$ cat config.mk
export PLATFORM = sky130hd
export DESIGN_NAME = fgr_regs
export DESIGN_NICKNAME = d
export VERILOG_FILES = /design/src/hw/fgr_pkg.sv /design/src/hw/fgr_regs.sv
export SDC_FILE = /design/constraint.sdc
export NUM_CORES = 1
export LEC_CHECK = 0
export BUFFER_PORTS_ARGS = -buffer_cell sky130_fd_sc_hd__buf_2
export CORE_ASPECT_RATIO = 1.1
export CORE_MARGIN = 10
export CORE_UTILIZATION = 25
export DETAILED_ROUTE_END_ITERATION = 16
export GPL_TIMING_DRIVEN = 0
export PLACE_DENSITY = 0.45
export SLEW_MARGIN = 20
export SYNTH_ARGS = -nofsm -noshare
export SYNTH_HDL_FRONTEND = slang
export SYNTH_SLANG_ARGS = --single-unit
$ cat constraint.sdc
create_clock -name clk -period 4.3 [get_ports clk]
set_input_delay 0.43 -clock clk [delete_from_list [all_inputs] [get_ports clk]]
set_output_delay 0.43 -clock clk [all_outputs]
set_load 0.03 [all_outputs]
$ cat src/hw/fgr_pkg.sv
// Purpose: Shared constants for the fuel gauge readback register bank.
// Assumes: AXI4-Lite with 32-bit data, one register per aligned word.
// Notes:   Register indices are kept as printed; byte address is index * 4.
package fgr_pkg;

    // Bus geometry
    localparam int          ADDR_W       = 12;
    localparam int          DATA_W       = 32;
    localparam int          IDX_W        = ADDR_W - 2;

    // Register indices (byte address = index * 4)
    localparam logic [IDX_W-1:0] IDX_CHARGE_HI    = 10'h060;
    localparam logic [IDX_W-1:0] IDX_CHARGE_LO    = 10'h061;
    localparam logic [IDX_W-1:0] IDX_VCELL_HI     = 10'h062;
    localparam logic [IDX_W-1:0] IDX_VCELL_LO     = 10'h063;
    localparam logic [IDX_W-1:0] IDX_EMPTY_HI     = 10'h064;
    localparam logic [IDX_W-1:0] IDX_EMPTY_LO     = 10'h065;
    localparam logic [IDX_W-1:0] IDX_AVGV_HI      = 10'h066;
    localparam logic [IDX_W-1:0] IDX_AVGV_LO      = 10'h067;
    localparam logic [IDX_W-1:0] IDX_FULL_HI      = 10'h068;
    localparam logic [IDX_W-1:0] IDX_FULL_LO      = 10'h069;
    localparam logic [IDX_W-1:0] IDX_VALID_FLAGS  = 10'h06a;
    localparam logic [IDX_W-1:0] IDX_IRQ_STATUS   = 10'h080;
    localparam logic [IDX_W-1:0] IDX_IRQ_MASK     = 10'h081;

    // Field positions in the result valid flags register
    localparam int          BIT_CHARGE_OK = 0;
    localparam int          BIT_VCELL_OK  = 1;
    localparam int          BIT_EMPTY_OK  = 2;
    localparam int          BIT_AVGV_OK   = 3;
    localparam int          BIT_FULL_OK   = 4;
    localparam int          BIT_SNIFF_EN  = 5;
    localparam int          BIT_DBG_RDY   = 7;
    localparam int          NUM_RESULTS   = 5;

    // Reset values
    localparam logic [15:0] RESULT_RST    = 16'h0000;
    localparam logic [4:0]  FLAGS_RST     = 5'h00;
    localparam logic        SNIFF_EN_RST  = 1'b1;
    localparam logic [7:0]  IRQ_RST       = 8'h00;

    // Event bits implemented in status and mask (ready flags and debug ready)
    localparam logic [7:0]  IRQ_IMPL      = 8'h9f;

    // Averaging window of the averaged cell voltage, in seconds
    localparam int          AVG_WINDOW_S  = 45;

    // AXI response codes
    localparam logic [1:0]  RESP_OKAY     = 2'h0;
    localparam logic [1:0]  RESP_SLVERR   = 2'h2;

endpackage : fgr_pkg

$ cat src/hw/fgr_regs.sv
// Purpose: Host-readable register bank holding fuel gauge results.
// Assumes: Gauge engine drives results and flags synchronous to clk.
// Notes:   Results refresh on a load pulse; reads never disturb state.
//
// Our own choice: register access over AXI4-Lite.
`timescale 1ns/1ns
`default_nettype none

// What this block does
// - Charge state: high byte 0x60, low 0x61
// - Cell voltage: high byte 0x62, low 0x63
// - Time to empty: high 0x64, low 0x65
// - Time to full: high 0x68, low 0x69
// - 45 second averaged voltage at 0x66/0x67
// - Flag bit 4: time to full reliable
// - Flag bit 3: averaged voltage reliable
// - Flag bit 2: time to empty reliable
// - Bit 0 charge, bit 1 voltage reliable
// - Bit 5 sniffer enable, writable, resets one
// - Bit 7 debug port ready, bit 6 unused
module fgr_regs
    import fgr_pkg::*;
(
    // Clock and reset
    input  wire logic              clk,
    input  wire logic              reset,
    // AXI4-Lite write address and data
    input  wire logic [ADDR_W-1:0] awaddr,
    input  wire logic              awvalid,
    output var  logic              awready,
    input  wire logic [DATA_W-1:0] wdata,
    input  wire logic [3:0]        wstrb,
    input  wire logic              wvalid,
    output var  logic              wready,
    // AXI4-Lite write response
    output var  logic [1:0]        bresp,
    output var  logic              bvalid,
    input  wire logic              bready,
    // AXI4-Lite read address and data
    input  wire logic [ADDR_W-1:0] araddr,
    input  wire logic              arvalid,
    output var  logic              arready,
    output var  logic [DATA_W-1:0] rdata,
    output var  logic [1:0]        rresp,
    output var  logic              rvalid,
    input  wire logic              rready,
    // Gauge engine results
    input  wire logic              resultLoad,
    input  wire logic [15:0]       chargeIn,
    input  wire logic [15:0]       vcellIn,
    input  wire logic [15:0]       emptyIn,
    input  wire logic [15:0]       avgVcellIn,
    input  wire logic [15:0]       fullIn,
    input  wire logic [4:0]        reliableIn,
    input  wire logic              dbgReadyIn,
    // Control and interrupt
    output var  logic              sniffEnable,
    output var  logic              irq
);

    // Stored results and flags
    logic [15:0]       chargeState;
    logic [15:0]       cellVoltage;
    logic [15:0]       timeToEmpty;
    logic [15:0]       avgVoltage;
    logic [15:0]       timeToFull;
    logic [4:0]        reliable;
    logic              dbgReady;
    logic [7:0]        irqStatus;
    logic [7:0]        irqMask;

    // Write channel state
    logic [ADDR_W-1:0] wrAddr;
    logic [DATA_W-1:0] wrData;
    logic [3:0]        wrStrb;
    logic              haveAddr;
    logic              haveData;
    logic              wrFire;
    logic [IDX_W-1:0]  wrIdx;
    logic              wrLane0;

    // Read channel
    logic              rdFire;
    logic [DATA_W-1:0] next_rdata;
    logic [1:0]        next_rresp;

    // Interrupt events
    logic [7:0]        eventNow;
    logic [7:0]        eventPrev;
    logic [7:0]        eventRise;
    logic [7:0]        clearMask;

    // Word index of a byte address
    function automatic logic [IDX_W-1:0] regIndex(
        input logic [ADDR_W-1:0] addr
    );
        regIndex = addr[ADDR_W-1:2];
    endfunction : regIndex

    // Whether an index names a register of this bank
    function automatic logic isMapped(input logic [IDX_W-1:0] idx);
        isMapped = (idx >= IDX_CHARGE_HI && idx <= IDX_VALID_FLAGS)
                || idx == IDX_IRQ_STATUS || idx == IDX_IRQ_MASK;
    endfunction : isMapped

    // Valid flags register image
    function automatic logic [7:0] flagsByte(
        input logic [4:0] rel,
        input logic       sniff,
        input logic       dbg
    );
        flagsByte = {dbg, 1'b0, sniff, rel};
    endfunction : flagsByte

    // Write happens once address and data are both held
    assign wrFire  = haveAddr && haveData && !bvalid;
    assign wrIdx   = regIndex(wrAddr);
    assign wrLane0 = wrStrb[0];
    assign rdFire  = arvalid && arready;

    // Address phase of a write; taken in any order with data
    always_ff @(posedge clk or posedge reset) begin
        if (reset) begin
            haveAddr <= 1'b0;
            wrAddr   <= '0;
            awready  <= 1'b0;
        end else if (wrFire) begin
            haveAddr <= 1'b0;
            awready  <= 1'b0;
        end else if (awvalid && awready) begin
            haveAddr <= 1'b1;
            wrAddr   <= awaddr;
            awready  <= 1'b0;
        end else begin
            awready  <= !haveAddr && !bvalid;
        end
    end

    // Data phase of a write
    always_ff @(posedge clk or posedge reset) begin
        if (reset) begin
            haveData <= 1'b0;
            wrData   <= '0;
            wrStrb   <= '0;
            wready   <= 1'b0;
        end else if (wrFire) begin
            haveData <= 1'b0;
            wready   <= 1'b0;
        end else if (wvalid && wready) begin
            haveData <= 1'b1;
            wrData   <= wdata;
            wrStrb   <= wstrb;
            wready   <= 1'b0;
        end else begin
            wready   <= !haveData && !bvalid;
        end
    end

    // Write response; unmapped addresses answer SLVERR
    always_ff @(posedge clk or posedge reset) begin
        if (reset) begin
            bvalid <= 1'b0;
            bresp  <= RESP_OKAY;
        end else if (wrFire) begin
            bvalid <= 1'b1;
            bresp  <= isMapped(wrIdx) ? RESP_OKAY : RESP_SLVERR;
        end else if (bvalid && bready) begin
            bvalid <= 1'b0;
        end
    end

    // Results refresh only from the engine, never from the bus
    always_ff @(posedge clk or posedge reset) begin
        if (reset) begin
            chargeState <= RESULT_RST;
            cellVoltage <= RESULT_RST;
            timeToEmpty <= RESULT_RST;
            avgVoltage  <= RESULT_RST;
            timeToFull  <= RESULT_RST;
        end else if (resultLoad) begin
            chargeState <= chargeIn;
            cellVoltage <= vcellIn;
            timeToEmpty <= emptyIn;
            avgVoltage  <= avgVcellIn;
            timeToFull  <= fullIn;
        end
    end

    // Reliability flags and debug port status follow the engine
    always_ff @(posedge clk or posedge reset) begin
        if (reset) begin
            reliable <= FLAGS_RST;
            dbgReady <= 1'b0;
        end else begin
            reliable <= reliableIn;
            dbgReady <= dbgReadyIn;
        end
    end

    // Sniffer enable is the only writable bit of the flags register
    always_ff @(posedge clk or posedge reset) begin
        if (reset) begin
            sniffEnable <= SNIFF_EN_RST;
        end else if (wrFire && wrLane0 && wrIdx == IDX_VALID_FLAGS) begin
            sniffEnable <= wrData[BIT_SNIFF_EN];
        end
    end

    // Rising ready flags and debug ready raise sticky events
    assign eventNow  = flagsByte(reliable, 1'b0, dbgReady);
    assign eventRise = eventNow & ~eventPrev & IRQ_IMPL;
    assign clearMask = (wrFire && wrLane0 && wrIdx == IDX_IRQ_STATUS)
                     ? wrData[7:0] : 8'h00;

    // Previous flag image for edge detection
    always_ff @(posedge clk or posedge reset) begin
        if (reset) begin
            eventPrev <= 8'h00;
        end else begin
            eventPrev <= eventNow;
        end
    end

    // Status clears by writing one; a new event beats the clear
    always_ff @(posedge clk or posedge reset) begin
        if (reset) begin
            irqStatus <= IRQ_RST;
        end else begin
            irqStatus <= (irqStatus & ~clearMask) | eventRise;
        end
    end

    // Interrupt mask, same layout as status
    always_ff @(posedge clk or posedge reset) begin
        if (reset) begin
            irqMask <= IRQ_RST;
        end else if (wrFire && wrLane0 && wrIdx == IDX_IRQ_MASK) begin
            irqMask <= wrData[7:0] & IRQ_IMPL;
        end
    end

    // Level interrupt while any unmasked status bit is set
    always_ff @(posedge clk or posedge reset) begin
        if (reset) begin
            irq <= 1'b0;
        end else begin
            irq <= |(irqStatus & irqMask);
        end
    end

    // Read data mux; pure selection so reads alter nothing
    always_comb begin
        next_rdata = '0;
        next_rresp = RESP_OKAY;
        unique case (regIndex(araddr))
            IDX_CHARGE_HI:   next_rdata[7:0] = chargeState[15:8];
            IDX_CHARGE_LO:   next_rdata[7:0] = chargeState[7:0];
            IDX_VCELL_HI:    next_rdata[7:0] = cellVoltage[15:8];
            IDX_VCELL_LO:    next_rdata[7:0] = cellVoltage[7:0];
            IDX_EMPTY_HI:    next_rdata[7:0] = timeToEmpty[15:8];
            IDX_EMPTY_LO:    next_rdata[7:0] = timeToEmpty[7:0];
            IDX_AVGV_HI:     next_rdata[7:0] = avgVoltage[15:8];
            IDX_AVGV_LO:     next_rdata[7:0] = avgVoltage[7:0];
            IDX_FULL_HI:     next_rdata[7:0] = timeToFull[15:8];
            IDX_FULL_LO:     next_rdata[7:0] = timeToFull[7:0];
            IDX_VALID_FLAGS: next_rdata[7:0] =
                flagsByte(reliable, sniffEnable, dbgReady);
            IDX_IRQ_STATUS:  next_rdata[7:0] = irqStatus;
            IDX_IRQ_MASK:    next_rdata[7:0] = irqMask;
            default:         next_rresp = RESP_SLVERR;
        endcase
    end

    // Read address acceptance and data return
    always_ff @(posedge clk or posedge reset) begin
        if (reset) begin
            arready <= 1'b0;
            rvalid  <= 1'b0;
            rdata   <= '0;
            rresp   <= RESP_OKAY;
        end else if (rdFire) begin
            arready <= 1'b0;
            rvalid  <= 1'b1;
            rdata   <= next_rdata;
            rresp   <= next_rresp;
        end else if (rvalid && rready) begin
            rvalid  <= 1'b0;
        end else begin
            arready <= !rvalid;
        end
    end
endmodule : fgr_regs

`default_nettype wire

; Word-level counts from Yosys, hierarchy flattened
; Cells that the tools add are included.
[op_classes]
n_eq_ne = 17
bitwise_logic = 7
order_cmp = 2
mux = 18
n_reduce_logical = 28
[ops]
columns = cell, count
row1 = "10-bit by 7-bit equality test with 1-bit output, second input constant", 12
row2 = 8-bit one-hot mux with 13 select lines, 1
row3 = "10-bit by 8-bit equality test with 1-bit output, second input constant", 4
row4 = 8-bit AND, 3
row5 = 8-bit inverter, 2
row6 = 1-bit logical AND, 14
row7 = 1-bit two-way mux, 14
row8 = 13-bit OR reduction, 1
row9 = "10-bit by 7-bit >= comparator with 1-bit output, second input constant", 1
row10 = "10-bit by 7-bit <= comparator with 1-bit output, second input constant", 1
row11 = 8-bit two-way mux, 1
row12 = 8-bit OR, 1
row13 = 2-bit nonzero test, 4
row14 = 8-bit OR reduction, 1
row15 = 1-bit logical NOT, 4
row16 = 2-bit two-way mux, 2
row17 = 2-bit AND reduction, 2
row18 = 1-bit logical OR, 2
row19 = "2-bit != test, second input constant", 1
row20 = 1-bit inverter, 1
[word_totals]
output_inout_bits = 43
wordCells = 97
regBits = 148

; Logic depth before layout (Yosys ltp)
; Gate-level depths: netlist of the first run.
[depth]
word_depth = 8
ltp_mapped = 8
mapped_depth_nobuf = 5

; Least setup slack after synthesis of the first run
; No wires, ideal clock.
[synth_path]
kind = input port to flip-flop
from = input port araddr[5]
to = register rdata[4]
path_slack_ns = 2.559
arrival_time_ns = 1.620
required_time_ns = 4.179
path_stages = 7
cell_sequence = buf_2 -> nor2b_1 -> buf_2 -> a22o_1 -> a311oi_1 -> o211ai_1 -> a22o_1
[synth_via]
elab_chain_cells = 2
elab_cells_between_ends = 14
[synth_rtl]
columns = item, line_no
row1 = from (decl), fgr_regs.sv:40  ; input wire logic [ADDR_W-1:0] araddr,
row2 = 10-bit by 8-bit equality test with 1-bit output / 10-bit by 7-bit equality test with 1-bit output (equally long branches), fgr_regs.sv:255  ; unique case (regIndex(araddr))
row3 = 8-bit one-hot mux with 13 select lines *, fgr_regs.sv:255
row4 = to (signal assigned), fgr_regs.sv:284  ; rdata <= next_rdata;
row5 = to (decl), fgr_regs.sv:43  ; output var logic [DATA_W-1:0] rdata,
; Every way passes the cells marked *; elsewhere a longest branch is shown, timed or not.
; A chain may end at the register's enable or synchronous reset.

; Final worst setup path of the first run
[layout_path]
from = register wrAddr[3]
to = register irqStatus[3]
[layout_via]
elab_chain_cells = 6
[layout_rtl]
columns = item, line_no
row1 = from (decl), fgr_regs.sv:73  ; logic [ADDR_W-1:0] wrAddr;
row2 = from (signal assigned), fgr_regs.sv:132  ; wrAddr <= awaddr;
row3 = 10-bit by 8-bit equality test with 1-bit output, fgr_regs.sv:212  ; assign clearMask = (wrFire && wrLane0 && wrIdx == IDX_IRQ_STATUS)
row4 = 1-bit logical AND, fgr_regs.sv:212
row5 = 8-bit two-way mux, fgr_regs.sv:213  ; ? wrData[7:0] : 8'h00;
row6 = 8-bit inverter, fgr_regs.sv:229  ; irqStatus <= (irqStatus & ~clearMask) | eventRise;
row7 = 8-bit AND, fgr_regs.sv:229
row8 = 8-bit OR, fgr_regs.sv:229
row9 = to (signal assigned), fgr_regs.sv:229
row10 = to (decl), fgr_regs.sv:69  ; logic [7:0] irqStatus;
; No other way between the ends.

==> results of run 1 <==
kinds of logic after synthesis:
logic type,Yosys count
muxes,137
buffers and inverters,65
other,1
AOI/OAI and AO/OA,78
DFF,144
and+or+nand+nor,98
per-layer routing:
layer	wire, µm	up-vias
li1	-	2240
met1	9800	2365
met2	9920	133
met3	1180	18
met4	276	4
met5	25	-
Yosys cell counts, types with 3 or more instances:
cell and instances:
a22oi_1 8, dfrtp_1 143, a22o_1 18, mux2_2 116, a21oi_1 13, nor3_1 4
and2_1 8, buf_2 13, or4b_1 3, a32oi_1 6, o32a_1 3, inv_1 12
nor2_1 21, buf_4 27, nor2b_1 5, nand3_1 9, nor4_1 6, o21ai_0 8
mux2i_1 20, clkbuf_1 13, nand2_1 18, o211ai_1 5
critical path: stages (launching register included):
cell     delay [ns]
dfrtp_1        0.41
nor4_1         0.25
and4b_1        0.29
nor3b_2        0.50
nand2_1        0.14
a22o_1         0.19
where the power goes:
| part | internal [µW] | switching [µW] |
|---|---|---|
| sequential | 1570 | 145 |
| clock | 919 | 613 |
| combinational | 323 | 360 |
layout by cell type, fill, tap and decap left out, types with 3 or more instances in the layout:
| cell | instances |
|---|---|
| clkinvlp_4 | 3 |
| a21oi_1 | 13 |
| nor4_1 | 6 |
| nor2b_1 | 5 |
| buf_4 | 27 |
| nor3_1 | 4 |
| a22o_1 | 18 |
| and2_1 | 8 |
| buf_2 | 150 |
| o21ai_0 | 8 |
| a22oi_1 | 8 |
| inv_1 | 11 |
| clkbuf_16 | 17 |
| nand3_1 | 9 |
| a32oi_1 | 6 |
| clkinv_2 | 3 |
| o211ai_1 | 5 |
| or4b_1 | 3 |
| mux2_2 | 116 |
| inv_6 | 5 |
| bufinv_16 | 3 |
| mux2i_1 | 20 |
| o32a_1 | 3 |
| clkbuf_1 | 13 |
| dfrtp_1 | 143 |
| nand2_1 | 18 |
| conb_1 | 26 |
| nor2_1 | 21 |
flip-flops by register name (all words and copies together) (netlist names), 5 cells and up:
name,cells
irqStatus,8
timeToFull,16
wrAddr,10
reliable,5
avgVoltage,16
timeToEmpty,16
chargeState,16
eventPrev,6
rdata,8
wrData,8
irqMask,6
cellVoltage,16
worst paths after layout:
kind,depth (start not counted),to,startpoint
setup / recovery,5,irqStatus[3],wrAddr[3]
hold / removal,2,wrAddr[8],reset
setup reg to reg,5,irqStatus[3],wrAddr[3]
hold reg to reg,0,eventPrev[1],reliable[1]
max in group asynchronous,3,timeToFull[2],reset
min in group clk,1,reliable[4],reliableIn[4]
layout make-up:
type	count	area, µm²
Fill cell	2776	17700
Sequential cell	144	3600
Multi-Input combinational cell	339	2800
Timing Repair Buffer	138	713
Tap cell	352	440
Clock buffer	17	425
Buffer	53	317
Clock inverter	15	180
Inverter	12	52.6
through the flow:
stage	hold WS (ns)	setup WS, ns
floorplan	0.374	0.00538
global placement	0.412	-2.10
detailed placement	0.419	2.02
CTS	0.0237	2.30
global route	0.0368	2.13
finish	0.0123	2.39
==> flow_summary.ini, run 1 <==
[clock_network]
htree_levels = 4
clk_latency_ns = 0.43
clk_path_buf_depth = 2
clk_pin_slew_ns = 0.06
cts_tree = done
cts_made_buffers = 17
cts_resized = 0
cts_sinks = 144
post_cts_buffers = 0
cts_hold_buffers = 0
cts-root-buf = clkbuf_16

[critical_path]
r2r_slack_ns = 2.39
path_class = reg -> reg
cp_max_fo = 8
worstPathRequired_ns = 4.60
start_kind = register
arrival_ns = 2.21
setup.worst_path.end_class = register

[logic_synthesis]
ys_ff_latch = 144
synth_area_um2 = 6670
synth_xor_area_frac = 0
yosys_warnings = 0
yosysUniqueCellTypes = 57
synth_top_area_share = 0.537
synth.area.top_cells = dfrtp_1 (54%), mux2_2 (20%), buf_4 (3.0%)
ys.flop_type = dfrtp_1
synthMuxAreaShare = 0.229
synth_fa_ha_area_frac = 0
synth-simple-area-share = 0.0857
synth_edf_count = 0
syn_avg_cell_area_um2 = 12.8
synth_top_family_by_area = multiplexers
synth_cells = 523
synth_largest_area_cell = dfrtp_1
ys_seq_area_frac = 0.541
synth_compound_area_frac = 0.0897
async_flop_share = 1.00

[route]
drt_wl_total_um = 21200
drcViolationCount = 0
wl_per_cell_um = 19.8
viasPerCell = 4.45
ant_nets = 0
drt-pass1-iter-count = 4
dr_total_vias = 4760
drt_iter0_markers = 257

[grt]
gr-max-usage-layer = met2
grt_usage = 0.125
use_met2 = 0.195
use_met1 = 0.163
grtUsageMet3 = 0.0359
grt_pass1_vias = 5173
grt_pass1_wl_um = 31600
grt_max_degree = 93
antenna_found_initial = 2
globalRouteOverflowTotal = 0

[floorplan]
die_y_um = 191
dieArea_um2 = 33600
rows = 62
io_pins = 197
core_um2 = 26200
start_util = 0.254
die_w_um = 176

[timing]
drv_slew = 0
tightest_slew_ns = 0.861
finalSetupViolations = 0
hold_viol = 0
timing.fmax_mhz = 524
fin_setup_tns_ns = 0
rsz0062_at_grt = false
timing.final.crit_share = 0.444
min_period_ns = 1.91
max_slew_margin = 0.426
skew_ns = 0.0184

[finish]
final_cells = 1070
area_delta_synth_final_pct = 27.9
nNetsFinal = 859
postLayoutCoreUtil = 0.325
num_antenna_cells = 0
final_layout_size_suffix_gt1_frac = 0.469
final_area_um2 = 8530

[placement]
place.gp.congestion = 0.884
dp_cells = 1038
place_hpwl_um = 16400
portBuffers = 137
placed_cell_area_um2 = 7920

[hold_path]
hold_class = in -> async

[power_and_ir_drop]
peakVddDrop_mv = 0.184
p_leak_uw = 0.00390
p_per_area_nw_per_um2 = 461
power_uw = 3930

[flow_run]
cap_violations = 0

[run_status]
status = completed
Note: power is estimated with default switching activity, not from simulation.
==> run 2, diff against run 1 <==
==> constraint.sdc (replaced) <==
create_clock -name clk -period 1.75 [get_ports clk]
set_input_delay 0.175 -clock clk [delete_from_list [all_inputs] [get_ports clk]]
set_output_delay 0.175 -clock clk [all_outputs]
set_load 0.03 [all_outputs]
==> run 2 against run 1 <==
  * Setup slack got worse by 2.3 ns
  * Register-to-register slack got worse by 2.3 ns
  * Sequential share of layout area decreased by 5.0 points
  * Design area grew 13%
  * Fmax rose by 12%
  * Sequential cell count unchanged
  * Count of clock-buffer cells in the layout is 1 higher
  * Wire length grew 3.9%
  * Die area did not move
  * Sequential power rose by 150%
  * Combinational power increased to 2.8 times the previous value
  * Final cell count grew 9.7%
  * Critical path type unchanged
  * Critical endpoint is now irqMask[1]
  * Highest routed layer unchanged
==> flow_summary.ini, run 2 (same netlist as run 1, synthesis figures left out) <==
[floorplan]
core_um2 = 26200
die_y_um = 191
die_w_um = 176
io_pins = 197
start_util = 0.254
dieArea_um2 = 33600
rows = 62

[route]
dr_wl_met3_um = 1200
ant_nets = 0
dr_total_vias = 5108
drt_iter0_markers = 284
drt_wl_total_um = 22000
drt-pass1-iter-count = 4
viasPerCell = 4.35
wl_per_cell_um = 18.8
drcViolationCount = 0
met1Wirelength_um = 9840
top_layer = met5
route.met2.wl_um = 10700

[finish]
final_cell_mix = buf_2 (149), dfrtp_1 (143), mux2_2 (110)
final_layout_size_suffix_gt1_frac = 0.428
nNetsFinal = 963
final_area_um2 = 9670
num_antenna_cells = 0
area_delta_synth_final_pct = 45.0
final_common_cell = buf_2
n_fill_cell = 2655

[placement]
place_hpwl_um = 16700
placed_cell_area_um2 = 7990
portBuffers = 137
place.gp.congestion = 0.887

[timing]
timing.final.crit_share = 0.973
skew_ns = 0.0141
drv_slew = 0
tightest_slew_ns = 0.798
hold_viol = 0
max_slew_margin = 0.468
timing.fmax_mhz = 587
min_period_ns = 1.70
fin_setup_tns_ns = 0
rsz0062_at_grt = true
finalSetupViolations = 0

[critical_path]
cp_max_fo = 6
critical_path.top_delay_family = simple AND/OR/NAND/NOR gates
start_kind = register
worstPathRequired_ns = 2.05
path_class = reg -> reg
arrival_ns = 2.00
cp.depth = 5
path_buf_inv = 1
path_cells = nor4_1 > and4b_2 > and4_1 > buf_6 > mux2_4
crit_path_end = irqMask[1]
reg2reg_depth = 5
worst_path_largest_cell_delay_ns = 0.38
crit_start = wrAddr[4]
timing.rr.start = wrAddr[4]
r2r_end = irqMask[1]
setup.worst_path.end_class = register
r2r_slack_ns = 0.05
cpMaxStageDelayCell = dfrtp_1

[clock_network]
cts_sinks = 144
cts-root-buf = clkbuf_16
clk_path_buf_depth = 2
cts_made_buffers = 17
clk_pin_slew_ns = 0.06
htree_levels = 4
clk_latency_ns = 0.43
cts_tree = done

[power_and_ir_drop]
power_frac_comb = 0.189
peakVddDrop_mv = 0.513
p_per_area_nw_per_um2 = 1050
switching_share = 0.278
p_leak_uw = 0.00439
internal_power_uw = 7300
power_frac_seq = 0.418
clockPowerShare = 0.393
p_switching_uw = 2810

[grt]
antenna_found_initial = 2
globalRouteOverflowTotal = 0
grt_usage = 0.132
grt_pass1_vias = 5703
grt_max_degree = 30
grt_pass1_wl_um = 34000

[hold_path]
hp-start = awaddr[2]
hold_class = in -> reg

[flow_run]
cap_violations = 0

[run_status]
status = completed
-- run 2: cell types whose count changed in the layout (fill, tap and decap cells not counted), moves of 2 or more --
cell,before,now
buf_12,0,5
buf_4,27,35
clkbuf_1,13,10
clkinv_2,3,1
dlygate4sd3_1,0,94
mux2_2,116,110
mux2_4,0,6
-- run 2: how the worst min path moves through the flow --
stage / cells after the start / end / slack [ns]
after floorplan: 0 / dbgReady / 0.21
after global placement: 1 / dbgReady / 0.29
after detailed placement: 2 / wrData[7] / 0.19
after CTS: 2 / timeToEmpty[4] / 0.0002
after global routing: 2 / timeToFull[12] / 0.003
final: 2 / wrAddr[2] / 0.01
-- run 2: stage by stage --
stage / setup WS [ns] / std cells / hold slack [ns] / util / power [µW]
2_1_floorplan: -0.229 / 548 / 0.206 / - / 5360
3_3_place_gp: -1.37 / 1037 / 0.285 / 0.301 / 5960
3_5_place_dp: -0.252 / 1042 / 0.194 / 0.305 / 6000
4_1_cts: 0.00521 / 1173 / 0.000213 / 0.368 / 10200
5_1_grt: -0.0289 / 1174 / 0.00252 / 0.369 / 10600
6_report: 0.0477 / 1174 / 0.00955 / 0.369 / 10100
-- run 2: repair_timing --
action                     CTS  global route
gates resized for setup      5             7
hold buffers                94             0
pin swaps                    4             3
setup endpoints to repair   40             7
hold endpoints to repair   104             0
buffers inserted             7             1
-- run 2: cell type report --
type	count	area (µm²)	share of cell area
buffer	51	317	0.0327
clock buffer	18	439	0.0454
clock inverter	14	203	0.0210
inverter	12	48.8	0.00505
multi-input combinational	339	2830	0.293
sequential	144	3600	0.373
tap	352	440	0.0455
timing repair buffer	244	1790	0.185
-- run 2: power groups by stage --
stage / clock, µW / sequential [µW] / combinational (µW)
floorplan: 0 / 4300 / 1070
global placement: 0 / 4290 / 1670
detailed placement: 0 / 4290 / 1710
CTS: 4060 / 4240 / 1930
global route: 4210 / 4310 / 2100
finish: 3970 / 4230 / 1910
-- run 2: worst reg2reg max path, cell delays in order, from the launching register on --
cell and delay [ns]:
dfrtp_1 0.38, nor4_1 0.25, and4b_2 0.29, and4_1 0.21, buf_6 0.15, mux2_4 0.30
-- run 2: per-layer routing --
metal  track usage  vias to the layer above
li1              -                     2446
met1         0.172                     2499
met2         0.210                      140
met3        0.0337                       19
met4        0.0395                        4
met5             0                        -
